[config.mk]
export PLATFORM = sky130hd
export DESIGN_NAME = dma_cycle_sequencer
export DESIGN_NICKNAME = d
export VERILOG_FILES = /design/src/design/dma_cycle_sequencer.v
export VERILOG_INCLUDE_DIRS = /design/src /design/src/design
export SDC_FILE = /design/constraint.sdc
export NUM_CORES = 1
export LEC_CHECK = 0
export BUFFER_PORTS_ARGS = -buffer_cell sky130_fd_sc_hd__buf_4
export CAP_MARGIN = 20
export CORE_MARGIN = 2
export CORE_UTILIZATION = 55
export CTS_CLUSTER_DIAMETER = 80
export DETAILED_ROUTE_END_ITERATION = 10
export PLACE_DENSITY = 0.75
export SYNTH_ARGS = -nofsm -noshare
export SYNTH_HDL_FRONTEND = slang
export SYNTH_SLANG_ARGS = --single-unit
[constraint.sdc]
create_clock -name clk -period 6.39 [get_ports clk]
set_input_delay 1.278 -clock clk [delete_from_list [all_inputs] [get_ports clk]]
set_output_delay 1.278 -clock clk [all_outputs]
set_load 0.005 [all_outputs]
[src/design/dma_seq_defines.vh]
`ifndef DMA_SEQ_DEFINES_VH
`define DMA_SEQ_DEFINES_VH

`define DMA_MODE_HI 2
`define DMA_MODE_LO 0
`define DMA_NM1_HI 13
`define DMA_NM1_LO 4
`define DMA_RPOW_HI 17
`define DMA_RPOW_LO 14

`define DMA_MODE_STOP 3'h0
`define DMA_MODE_BASIC 3'h1
`define DMA_MODE_AUTO 3'h2
`define DMA_MODE_PING 3'h3

`define DMA_OFS_SRC 32'h0000_0000
`define DMA_OFS_DST 32'h0000_0004
`define DMA_OFS_CFG 32'h0000_0008
`define DMA_ALT_OFS 32'h0000_0200
`define DMA_XFER_STEP 32'h0000_0004

`define DMA_CFG_RST 32'h0000_0000
`define DMA_ADDR_RST 32'h0000_0000

`endif

[src/design/dma_cycle_sequencer.v]
`timescale 1ns/10ps
`include "dma_seq_defines.vh"

module dma_cycle_sequencer #(
    parameter NCH = 21
) (
    // Clock and reset
    input wire clk,
    input wire sys_rst,
    // Channel control
    input wire [NCH-1:0] chan_en,
    input wire [NCH-1:0] chan_alt_sel,
    input wire [NCH-1:0] chan_prio_hi,
    input wire [31:0] table_base,
    // Requests from peripherals or software
    input wire [NCH-1:0] dma_req,
    // Memory master
    output reg mem_req_q,
    output reg mem_we_q,
    output reg [31:0] mem_addr_q,
    output reg [31:0] mem_wdata_q,
    input wire [31:0] mem_rdata,
    input wire mem_ack,
    // Status
    output reg [NCH-1:0] chan_done_q,
    output reg busy_q,
    output reg [4:0] active_chan_q
);

    // ****************************************
    // State encoding
    // ****************************************
    localparam S_IDLE = 3'h0;
    localparam S_CFG = 3'h1;
    localparam S_SRC = 3'h2;
    localparam S_DST = 3'h3;
    localparam S_RD = 3'h4;
    localparam S_WR = 3'h5;
    localparam S_WB = 3'h6;

    reg [NCH-1:0] req_s1_q;
    reg [NCH-1:0] req_s2_q;
    reg [NCH-1:0] cont_q;
    reg [NCH-1:0] flip_q;
    reg [2:0] state_q;
    reg [4:0] cur_q;
    reg sel_q;
    reg last_q;
    reg [31:0] cfg_q;
    reg [31:0] src_q;
    reg [31:0] dst_q;
    reg [31:0] data_q;
    reg [9:0] rem_q;
    reg [15:0] grp_q;

    wire [NCH-1:0] pend;
    wire [31:0] tab_base;
    wire [31:0] rem_ofs;
    wire [2:0] mode;
    wire [2:0] rd_mode;
    reg found;
    reg [4:0] pick;
    integer i;
    integer j;

    // ****************************************
    // Request synchronisers and arbitration
    // ****************************************
    always @(posedge clk)
    begin
        if (sys_rst)
        begin
            req_s1_q <= {NCH{1'b0}};
            req_s2_q <= {NCH{1'b0}};
        end
        else
        begin
            req_s1_q <= dma_req;
            req_s2_q <= req_s1_q;
        end
    end

    // A channel only competes while enabled, so one disabled before it is picked never touches the table.
    assign pend = chan_en & (req_s2_q | cont_q);

    // High-priority channels win first, then the lowest channel number.
    always @*
    begin
        found = 1'b0;
        pick = 5'h00;
        for (i = NCH - 1; i >= 0; i = i - 1)
        begin
            if (pend[i] && !chan_prio_hi[i])
            begin
                found = 1'b1;
                pick = i[4:0];
            end
        end
        for (i = NCH - 1; i >= 0; i = i - 1)
        begin
            if (pend[i] && chan_prio_hi[i])
            begin
                found = 1'b1;
                pick = i[4:0];
            end
        end
    end

    // ****************************************
    // Address arithmetic
    // ****************************************
    assign tab_base = table_base + (sel_q ? `DMA_ALT_OFS : 32'h0000_0000)
        + {23'h000000, cur_q, 4'h0};
    // The last transfer of the cycle lands exactly on the end pointers.
    assign rem_ofs = {20'h00000, rem_q, 2'h0};
    assign mode = cfg_q[`DMA_MODE_HI:`DMA_MODE_LO];
    assign rd_mode = mem_rdata[`DMA_MODE_HI:`DMA_MODE_LO];

    // ****************************************
    // Cycle sequencer
    // ****************************************
    always @(posedge clk)
    begin
        if (sys_rst)
        begin
            state_q <= S_IDLE;
            cont_q <= {NCH{1'b0}};
            flip_q <= {NCH{1'b0}};
            cur_q <= 5'h00;
            sel_q <= 1'b0;
            last_q <= 1'b0;
            cfg_q <= `DMA_CFG_RST;
            src_q <= `DMA_ADDR_RST;
            dst_q <= `DMA_ADDR_RST;
            data_q <= `DMA_ADDR_RST;
            rem_q <= 10'h000;
            grp_q <= 16'h0000;
            mem_req_q <= 1'b0;
            mem_we_q <= 1'b0;
            mem_addr_q <= `DMA_ADDR_RST;
            mem_wdata_q <= `DMA_CFG_RST;
            chan_done_q <= {NCH{1'b0}};
            busy_q <= 1'b0;
            active_chan_q <= 5'h00;
        end
        else
        begin
            chan_done_q <= {NCH{1'b0}};
            for (j = 0; j < NCH; j = j + 1)
            begin
                if (!chan_en[j])
                begin
                    cont_q[j] <= 1'b0;
                    flip_q[j] <= 1'b0;
                end
            end
            case (state_q)
                S_IDLE:
                begin
                    busy_q <= 1'b0;
                    if (found)
                    begin
                        cur_q <= pick;
                        sel_q <= chan_alt_sel[pick] ^ flip_q[pick];
                        cont_q[pick] <= 1'b0;
                        busy_q <= 1'b1;
                        active_chan_q <= pick;
                        state_q <= S_CFG;
                    end
                end
                S_CFG:
                begin
                    if (!mem_req_q)
                    begin
                        mem_req_q <= 1'b1;
                        mem_we_q <= 1'b0;
                        mem_addr_q <= tab_base + `DMA_OFS_CFG;
                    end
                    else if (mem_ack)
                    begin
                        mem_req_q <= 1'b0;
                        cfg_q <= mem_rdata;
                        rem_q <= mem_rdata[`DMA_NM1_HI:`DMA_NM1_LO];
                        grp_q <= 16'h0001 << mem_rdata[`DMA_RPOW_HI:`DMA_RPOW_LO];
                        if (rd_mode == `DMA_MODE_BASIC || rd_mode == `DMA_MODE_AUTO
                            || rd_mode == `DMA_MODE_PING)
                        begin
                            state_q <= S_SRC;
                        end
                        else
                        begin
                            // Stop or unused code: nothing moves and nothing is written.
                            flip_q[cur_q] <= 1'b0;
                            state_q <= S_IDLE;
                        end
                    end
                end
                S_SRC:
                begin
                    if (!mem_req_q)
                    begin
                        mem_req_q <= 1'b1;
                        mem_addr_q <= tab_base + `DMA_OFS_SRC;
                    end
                    else if (mem_ack)
                    begin
                        mem_req_q <= 1'b0;
                        src_q <= mem_rdata;
                        state_q <= S_DST;
                    end
                end
                S_DST:
                begin
                    if (!mem_req_q)
                    begin
                        mem_req_q <= 1'b1;
                        mem_addr_q <= tab_base + `DMA_OFS_DST;
                    end
                    else if (mem_ack)
                    begin
                        mem_req_q <= 1'b0;
                        dst_q <= mem_rdata;
                        state_q <= S_RD;
                    end
                end
                S_RD:
                begin
                    if (!mem_req_q)
                    begin
                        mem_req_q <= 1'b1;
                        mem_we_q <= 1'b0;
                        mem_addr_q <= src_q - rem_ofs;
                    end
                    else if (mem_ack)
                    begin
                        mem_req_q <= 1'b0;
                        data_q <= mem_rdata;
                        state_q <= S_WR;
                    end
                end
                S_WR:
                begin
                    if (!mem_req_q)
                    begin
                        mem_req_q <= 1'b1;
                        mem_we_q <= 1'b1;
                        mem_addr_q <= dst_q - rem_ofs;
                        mem_wdata_q <= data_q;
                    end
                    else if (mem_ack)
                    begin
                        mem_req_q <= 1'b0;
                        mem_we_q <= 1'b0;
                        if (rem_q == 10'h000)
                        begin
                            last_q <= 1'b1;
                            state_q <= S_WB;
                        end
                        else
                        begin
                            rem_q <= rem_q - 10'h001;
                            grp_q <= grp_q - 16'h0001;
                            if (grp_q == 16'h0001)
                            begin
                                // A full group ends on the group count with transfers still left.
                                last_q <= 1'b0;
                                state_q <= S_WB;
                            end
                            else
                            begin
                                state_q <= S_RD;
                            end
                        end
                    end
                end
                S_WB:
                begin
                    if (!mem_req_q)
                    begin
                        // Only the configuration word is written; pointers stay untouched.
                        mem_req_q <= 1'b1;
                        mem_we_q <= 1'b1;
                        mem_addr_q <= tab_base + `DMA_OFS_CFG;
                        mem_wdata_q <= {cfg_q[31:`DMA_NM1_HI+1], rem_q, cfg_q[3],
                            last_q ? `DMA_MODE_STOP : mode};
                    end
                    else if (mem_ack)
                    begin
                        mem_req_q <= 1'b0;
                        mem_we_q <= 1'b0;
                        state_q <= S_IDLE;
                        if (last_q)
                        begin
                            chan_done_q[cur_q] <= 1'b1;
                            if (mode == `DMA_MODE_PING)
                            begin
                                // The other structure is tried at once; invalid ends it.
                                flip_q[cur_q] <= ~flip_q[cur_q];
                                cont_q[cur_q] <= chan_en[cur_q];
                            end
                            else
                            begin
                                flip_q[cur_q] <= 1'b0;
                            end
                        end
                        else if (mode == `DMA_MODE_AUTO)
                        begin
                            // Basic waits for a fresh request instead.
                            cont_q[cur_q] <= chan_en[cur_q];
                        end
                        else
                        begin
                            cont_q[cur_q] <= 1'b0;
                        end
                    end
                end
                default:
                begin
                    state_q <= S_IDLE;
                    mem_req_q <= 1'b0;
                    mem_we_q <= 1'b0;
                end
            endcase
        end
    end

endmodule

Yosys cells after proc, flatten, opt, wreduce, memory -nomap -nowiden
Cells that the tools add are included.
{"block": "totals", "regBits": 336, "output_inout_bits": 93, "input_bits": 151, "wordCells": 418}
{"block": "op_classes", "addsub": 8, "bitwise_logic": 14, "order_cmp": 4, "n_eq_ne": 34, "n_shift": 1, "reduce_logical": 90, "muxes": 247}
{"op": "21-bit 2-to-1 mux", "count": 13}
{"op": "32-bit 2-to-1 mux", "count": 7}
{"op": "5-bit 2-to-1 mux", "count": 42}
{"op": "32-bit case mux with 5 select lines", "count": 1}
{"op": "1-bit 2-to-1 mux", "count": 140}
{"op": "21-bit bitwise AND", "count": 4}
{"op": "21-bit case mux with 2 select lines", "count": 2}
{"op": "16-bit 2-to-1 mux", "count": 5}
{"op": "32-bit case mux with 2 select lines", "count": 1}
{"op": "32-bit by 12-bit subtractor with 32-bit output", "count": 2}
{"op": "10-bit 2-to-1 mux", "count": 6}
{"op": "1-bit logical AND", "count": 44}
{"op": "21-bit bitwise mux", "count": 2}
{"op": "3-bit 2-to-1 mux", "count": 14}
{"op": "2-bit inequality test (second input constant)", "count": 21}
{"op": "21-bit inverter", "count": 2}
{"op": "32-bit by 10-bit adder with 32-bit output", "count": 1}
{"op": "32-bit by 3-bit adder with 32-bit output (second input constant)", "count": 1}
{"op": "32-bit by 4-bit adder with 32-bit output (second input constant)", "count": 1}
{"op": "32-bit by 9-bit adder with 32-bit output", "count": 1}
{"op": "16-bit case mux with 2 select lines", "count": 1}
{"op": "1-bit zero test", "count": 21}
{"op": "21-bit bitwise OR", "count": 1}
{"op": "3-bit case mux with 7 select lines", "count": 1}
{"op": "other kinds (32)", "count": 64}

Longest topological paths before layout
Gate-level depths: netlist (run 1).
{"block": "depth", "ltp_word": 53, "mapped_depth": 21}

Least setup slack after synthesis (run 1)
OpenSTA, ideal clock, no wires.
{"block": "synth_path", "path_kind": "reg2reg", "startpoint": "reg state_q[0]", "endpoint": "reg mem_addr_q[28]", "required_ns": 6.270, "arrival_time_ns": 4.945, "path_slack_ns": 1.326, "setup_ns": 0.120, "path_buffers": 6, "synth_period_minus_slack_ns": 5.064, "stages_incl_launch_ff": 22, "cell_sequence": "dfxtp_1 > clkbuf_1 > nand3b_1 > clkbuf_1 > buf_1 > clkbuf_1 > clkbuf_1 > clkbuf_1 > mux2i_1 > ha_1 > fa_1 > nor2b_1 > o21ai_0 > a21boi_0 > o211ai_1 > a21oi_1 > or2_2 > nor4_1 > xor2_1 > o211ai_1 > o21ai_0 > o31a_1"}
{"block": "synth_between", "elab_chain_cells": 4}
{"element": "from (decl)", "line_no": "dma_cycle_sequencer.v:45", "rtl": "reg [2:0] state_q;"}
{"element": "from (signal assigned)", "line_no": "dma_cycle_sequencer.v:126", "rtl": "state_q <= S_IDLE;"}
{"element": "from (signal assigned)", "line_no": "dma_cycle_sequencer.v:168", "rtl": "state_q <= S_CFG;"}
{"element": "from (signal assigned)", "line_no": "dma_cycle_sequencer.v:188", "rtl": "state_q <= S_SRC;"}
{"element": "3-bit equality test / 3-bit by 1-bit equality test with 1-bit output (equally long branches)", "line_no": "dma_cycle_sequencer.v:157", "rtl": "case (state_q)"}
{"element": "2-bit OR reduction (no line)"}
{"element": "5-bit nonzero test (no line) / 2-bit inequality test (equally long branches)"}
{"element": "6-bit AND reduction (no line)"}
{"element": "to (signal assigned)", "line_no": "dma_cycle_sequencer.v:140", "rtl": "mem_addr_q <= `DMA_ADDR_RST;"}
{"element": "to (signal assigned)", "line_no": "dma_cycle_sequencer.v:177", "rtl": "mem_addr_q <= tab_base + `DMA_OFS_CFG;"}
{"element": "to (signal assigned)", "line_no": "dma_cycle_sequencer.v:203", "rtl": "mem_addr_q <= tab_base + `DMA_OFS_SRC;"}
{"element": "to (decl)", "line_no": "dma_cycle_sequencer.v:20", "rtl": "output reg [31:0] mem_addr_q,"}
Several ways; a longest one is shown, not always the timed one.
A chain may end at the register's enable or synchronous reset.

Worst setup path in the final report (run 1)
{"block": "layout_path", "startpoint": "reg state_q[1]", "endpoint": "reg mem_addr_q[26]"}
Same word-level chain as after synthesis.

==> impl_metrics.env, run 1 <==
export IMPL_yosysTopAreaCellShare_pct=35.6
export IMPL_cts_tree="done"
export IMPL_routed_wirelength_um=67000
export IMPL_fin_crit_ns=5.05
export IMPL_antenna_found_initial=3
export IMPL_die_area_um2=34900
export IMPL_status="completed"
export IMPL_rsz0062_at_grt="no"
export IMPL_clock_sinks=326
export IMPL_syn_avg_cell_area_um2=7.32
export IMPL_grt_usage_pct=36.9
export IMPL_hpwl_um=48700
export IMPL_crit_path_frequent_cell="nand2_1"
export IMPL_cts_repair_resize_count=0
export IMPL_max_clock_freq_mhz=198
export IMPL_antennaDiodeCount=0
export IMPL_insertion_delay_ns=0.55
export IMPL_cp_start_kind="flip-flop"
export IMPL_start_util_pct=56.1
export IMPL_ir_worst_vdd_v=0.000272
export IMPL_synth_cell_type_count=84
export IMPL_required_ns=6.79
export IMPL_post_synth_top_area_cell="dfxtp_1"
export IMPL_cts_buffers=37
export IMPL_netlist_instances=2507
export IMPL_synth_ff_type="dfxtp_1"
export IMPL_worstMarginPinSlew_ns=1.16
export IMPL_post_route_drc_count=0
export IMPL_hp_class="flip-flop to flip-flop"
export IMPL_worstSetupPathType="flip-flop to flip-flop"
export IMPL_fin_nets=2828
export IMPL_num_vias=20157
export IMPL_htreeDepth=2
export IMPL_clock_path_buffers=3
export IMPL_drtAntennaViolNets=0
export IMPL_routabilityCongestion=0.956
export IMPL_cpPeakStageDelay_ns=0.84
export IMPL_grt_pass1_wl_um=103000
export IMPL_synth_edff_count=0
export IMPL_yosysSeqAreaShare_pct=35.6
export IMPL_clock_skew_ns=0.0252
export IMPL_max_cap_violations=0
export IMPL_vias_per_cell=6.46
export IMPL_post_cts_buffers=0
export IMPL_grt_max_degree=237
export IMPL_setup_slack_ns=1.34
export IMPL_place_area_um2=20400
export IMPL_ctsRootBufferMaster="clkbuf_16"
export IMPL_reg2reg_slack_ns=1.34
export IMPL_path_cells="nand2b_1 > nor2_2 > buf_4 > nand2_1 > nand2_1 > ha_1 > nor2b_1 > o21ai_0 > a21boi_0 > o211ai_1 > a21oi_1 > nor3_1 > nand2_1 > or3_1 > xnor2_1 > o211ai_1 > a211oi_1"
export IMPL_clk_pin_slew_ns=0.06
export IMPL_path_max_fanout=37
export IMPL_cts_hold_buf=0
export IMPL_pre_cts_slack_ns=1.06
export IMPL_synth_nets=2681
export IMPL_endpoint_kind="flip-flop"
export IMPL_cpMaxStageDelayCell="dfxtp_1"
export IMPL_routedWlPerCell_um=21.5
export IMPL_syn_cell_area_um2=18400
export IMPL_layout_common_cells="nand2_1 (535), dfxtp_1 (326), buf_4 (268), nor2_1 (247), a21oi_1 (245)"
export IMPL_final_layout_size_suffix_gt1_share_pct=13.6
export IMPL_drt_iter0_drc=2780
export IMPL_drv_slew=0
export IMPL_async_flop_share_pct=0
export IMPL_relSlewSlack_pct=22.9
export IMPL_die_w_um=187
export IMPL_yosys_top_cells_area="dfxtp_1 (36%), nand2_1 (11%), a21oi_1 (6.7%), nor2_1 (5.1%), clkbuf_1 (3.1%)"
export IMPL_rows=66
export IMPL_cellLeakagePower_uw=0.00790
export IMPL_final_setup_viol_count=0
export IMPL_grt_overflow=0
export IMPL_coreArea_um2=32700
export IMPL_arrival_ns=5.45
export IMPL_final_common_cell="nand2_1"
export IMPL_fin_area_um2=21600
export IMPL_yosys_warnings=0
export IMPL_port_buffers=243
export IMPL_powerDensity_nw_per_um2=310
export IMPL_drt_pass1_iterations=6
export IMPL_fp_dieH_um=187
export IMPL_post_route_period_util_pct=79.0
export IMPL_hold_viol=0
export IMPL_grt_pass1_vias=18454
export IMPL_final_core_util_pct=66.2
export IMPL_ys_ff_latch=326
export IMPL_finalSetupTns_ns=0
export IMPL_ios=244
export IMPL_syn_to_final_growth_pct=17.9
critical path, delay by kind of cell, from the launching register on:
| kind | cells | cell delay (ns) |
|---|---|---|
| AOI/OAI and AO/OA | 6 | 1.24 |
| xor gates and xnor gates | 1 | 0.13 |
| adders and majority gates | 1 | 0.31 |
| buffers and inverters | 1 | 0.27 |
| DFF | 1 | 0.84 |
| and+or+nand+nor | 8 | 2.10 |
kinds of logic (layout without fill, tap and decap cells):
| group | Yosys count | count (layout) | synth area share, % |
|---|---|---|---|
| simple gates | 1134 | 1134 | 27.5 |
| compound gates | 730 | 730 | 25.6 |
| flops | 326 | 326 | 35.6 |
| buf+inv | 199 | 371 | 4.08 |
| xor+xnor | 53 | 53 | 2.57 |
| mux | 42 | 42 | 2.99 |
| fa+ha+maj | 23 | 23 | 1.65 |
layer usage:
metal  up-vias  track usage (%)  routed length (um)
li1       9286                -                   -
met1      9465             50.1               27200
met2      1238             57.5               29900
met3       162             8.84                7720
met4         6             12.5                2220
met5         -                0                  47
per-stage QoR:
stage,hold WS [ns],std cells,power (uW)
after floorplan,0.414,2507,3720
final,0.435,3121,6700
after global routing,0.456,3121,6980
after global placement,0.421,3057,4520
after detailed placement,0.422,3057,4560
after CTS,0.436,3121,6650
power breakdown:
group	switching (uW)	internal [uW]
Sequential	160	2190
Clock	885	1230
Combinational	1420	821
Total	2460	4240
path summary, 6_finish.rpt:
kind / startpoint / to / cells past startpoint
worst max register to register: state_q[1]$_SDFFE_PP0P_ / mem_addr_q[26]$_SDFFE_PP0P_ / 17
worst min-delay path: req_s1_q[4]$_SDFF_PP0_ / req_s2_q[4]$_SDFF_PP0_ / 1
worst min register to register: req_s1_q[4]$_SDFF_PP0_ / req_s2_q[4]$_SDFF_PP0_ / 1
worst max-delay path: state_q[1]$_SDFFE_PP0P_ / mem_addr_q[26]$_SDFFE_PP0P_ / 17
registers in the layout (all words and copies together) (netlist names), 22 cells and up:
signal and cells:
dst_q 32, mem_addr_q 32, src_q 32, mem_wdata_q 32, data_q 32, cfg_q 22
final cells by class:
cell class	instances	area, um^2
clock buffers	53	1080
flip-flops and latches	326	6530
multi-input cells	1982	11200
fillers	2863	11100
inverters	37	139
clock inverters	11	144
repair buffers	270	2050
well taps	442	553
synthesized netlist by cell type (10+ instances only):
cell      instances
nand2_1         535
dfxtp_1         326
nor2_1          250
a21oi_1         247
clkbuf_1        150
o21ai_0          95
nor3_1           74
o211ai_1         61
nor2b_1          58
nand3_1          56
a311oi_1         54
o22ai_1          53
a31oi_1          41
inv_1            37
xnor2_1          35
a211oi_1         31
mux2i_1          30
nand2b_1         29
nor4_1           23
ha_1             21
o21a_1           20
nand4_1          18
xor2_1           17
or3_1            15
and3_1           13
nand3b_1         13
o21ai_1          11
buf_1            10
mux4_2           10
Note: power is estimated with default switching activity, not from simulation.
==> inputs of run 2 (changes only) <==
clock period = 5 ns   (was 6.39 ns; I/O delays follow)
==> impl_metrics.env, run 2 (synthesis gave the netlist of run 1 again) <==
export IMPL_multiInputGateArea_um2=11200
export IMPL_drt_pass1_iterations=8
export IMPL_fill_cells=2846
export IMPL_grt_pass1_vias=18725
export IMPL_syn_to_final_growth_pct=18.5
export IMPL_clkPwrFrac_pct=30.4
export IMPL_path_delay_family="compound AO/OA/AOI/OAI gates"
export IMPL_max_clock_freq_mhz=224
export IMPL_die_w_um=187
export IMPL_routabilityCongestion=0.991
export IMPL_max_cap_violations=0
export IMPL_drt_iter0_drc=2548
export IMPL_reg2reg_slack_ns=0.53
export IMPL_clock_path_buffers=3
export IMPL_place_area_um2=20600
export IMPL_timing_rr_end="mem_addr_q[28]$_SDFFE_PP0P_"
export IMPL_ios=244
export IMPL_final_layout_size_suffix_gt1_share_pct=14.4
export IMPL_post_route_period_util_pct=89.4
export IMPL_layout_common_cells="nand2_1 (535), dfxtp_1 (326), buf_4 (290), nor2_1 (247), a21oi_1 (245)"
export IMPL_ctsRootBufferMaster="clkbuf_16"
export IMPL_arrival_ns=4.89
export IMPL_drtAntennaViolNets=0
export IMPL_grt_pass1_wl_um=105000
export IMPL_routed_wirelength_um=68100
export IMPL_rsz0062_at_grt="no"
export IMPL_cts_tree="done"
export IMPL_cpMaxStageDelayCell="nor4_1"
export IMPL_cellLeakagePower_uw=0.00798
export IMPL_num_vias=20308
export IMPL_r2r_start="state_q[0]$_SDFFE_PP0P_"
export IMPL_seq_area_um2=6530
export IMPL_endpoint_kind="flip-flop"
export IMPL_swShare_pct=37.8
export IMPL_drv_slew=0
export IMPL_cts_hold_buf=0
export IMPL_path_buf_inv=0
export IMPL_ir_worst_vdd_v=0.000328
export IMPL_path_max_fanout=7
export IMPL_status="completed"
export IMPL_required_ns=5.42
export IMPL_insertion_delay_ns=0.55
export IMPL_powerDensity_nw_per_um2=397
export IMPL_grt_max_degree=170
export IMPL_relSlewSlack_pct=26.0
export IMPL_comb_power_share_pct=35.0
export IMPL_cts_repair_resize_count=0
export IMPL_intPower_uw=5370
export IMPL_path_depth=15
export IMPL_whs_path_depth=1
export IMPL_finalSetupTns_ns=0
export IMPL_grt_overflow=0
export IMPL_coreArea_um2=32700
export IMPL_path_cells="nand3b_1 > mux2i_1 > ha_1 > fa_1 > nor2b_1 > o21ai_0 > a21boi_0 > o211ai_1 > a21oi_1 > or2_2 > nor4_1 > xor2_1 > o211ai_1 > o21ai_0 > o31a_1"
export IMPL_start_util_pct=56.1
export IMPL_port_buffers=243
export IMPL_antenna_found_initial=2
export IMPL_final_setup_viol_count=0
export IMPL_hold_viol=0
export IMPL_finalPower_uw=8630
export IMPL_routedWlPerCell_um=21.7
export IMPL_rows=66
export IMPL_cts_buffers=36
export IMPL_htreeDepth=2
export IMPL_antennaDiodeCount=0
export IMPL_fin_crit_ns=4.47
export IMPL_final_core_util_pct=66.5
export IMPL_worstMarginPinSlew_ns=1.11
export IMPL_hp_class="flip-flop to flip-flop"
export IMPL_clk_pin_slew_ns=0.06
export IMPL_post_cts_buffers=0
export IMPL_post_route_drc_count=0
export IMPL_hpwl_um=49500
export IMPL_fp_dieH_um=187
export IMPL_cp_start_kind="flip-flop"
export IMPL_grt_usage_pct=37.4
export IMPL_vias_per_cell=6.46
export IMPL_power_switching_uw=3260
export IMPL_fin_area_um2=21800
export IMPL_final_common_cell="nand2_1"
export IMPL_p_seq_share_pct=34.6
export IMPL_fin_nets=2850
export IMPL_reg2reg_depth=15
export IMPL_holdPathEnd="req_s2_q[10]$_SDFF_PP0_"
export IMPL_worstHoldStart="req_s1_q[10]$_SDFF_PP0_"
export IMPL_clock_skew_ns=0.0227
export IMPL_clock_sinks=326
export IMPL_die_area_um2=34900
export IMPL_cpPeakStageDelay_ns=0.51
export IMPL_worstSetupPathType="flip-flop to flip-flop"
==> run 2: worst max path at each step <==
stage | start | end | slack (ns)
6_report | state_q[0]$_SDFFE_PP0P_ | mem_addr_q[28]$_SDFFE_PP0P_ | 0.53
5_1_grt | state_q[1]$_SDFFE_PP0P_ | mem_addr_q[28]$_SDFFE_PP0P_ | 0.31
4_1_cts | state_q[0]$_SDFFE_PP0P_ | mem_addr_q[29]$_SDFFE_PP0P_ | 0.66
3_5_place_dp | table_base[4] | mem_addr_q[21]$_SDFFE_PP0P_ | 0.21
3_3_place_gp | table_base[4] | mem_addr_q[21]$_SDFFE_PP0P_ | 0.31
2_1_floorplan | state_q[0]$_SDFFE_PP0P_ | mem_addr_q[28]$_SDFFE_PP0P_ | 0.07
==> run 2: metrics by stage <==
step / std cells / setup WS [ns] / hold slack, ns
after floorplan: 2507 / 0.0709 / 0.414
after global placement: 3079 / 0.306 / 0.420
after detailed placement: 3079 / 0.215 / 0.420
after CTS: 3143 / 0.665 / 0.443
after global routing: 3144 / 0.313 / 0.457
final: 3144 / 0.530 / 0.438
==> run 2: area by class of cell <==
| cell class | count | area share [%] |
|---|---|---|
| Clock buffer | 44 | 4.46 |
| Clock inverter | 20 | 0.857 |
| Inverter | 37 | 0.638 |
| Multi-Input combinational cell | 1982 | 51.3 |
| Sequential cell | 326 | 30.0 |
| Tap cell | 442 | 2.54 |
| Timing Repair Buffer | 293 | 10.2 |
==> run 2: routing by layer <==
metal / vias to the layer above / global-route usage [%] / share of wire, %
met2: 1243 / 58.0 / 44
met5: - / 0 / 0.040
li1: 9354 / - / -
met3: 205 / 8.09 / 11
met1: 9502 / 51.0 / 41
met4: 4 / 14.1 / 4.0
==> run 2: power groups by stage <==
| stage | Sequential [uW] | Clock (uW) | Combinational [uW] |
|---|---|---|---|
| floorplan | 2960 | 0 | 1790 |
| global placement | 3030 | 0 | 2860 |
| detailed placement | 3030 | 0 | 2920 |
| CTS | 2980 | 2630 | 2930 |
| global route | 3000 | 2750 | 3220 |
| finish | 2980 | 2630 | 3020 |
==> run 2: worst reg2reg max path, stage by stage (launching register included) <==
cell	delay, ns
dfxtp_1	0.43
nand3b_1	0.30
mux2i_1	0.39
ha_1	0.29
fa_1	0.22
nor2b_1	0.06
o21ai_0	0.28
a21boi_0	0.23
o211ai_1	0.29
a21oi_1	0.15
or2_2	0.38
nor4_1	0.51
xor2_1	0.15
o211ai_1	0.18
o21ai_0	0.23
o31a_1	0.29
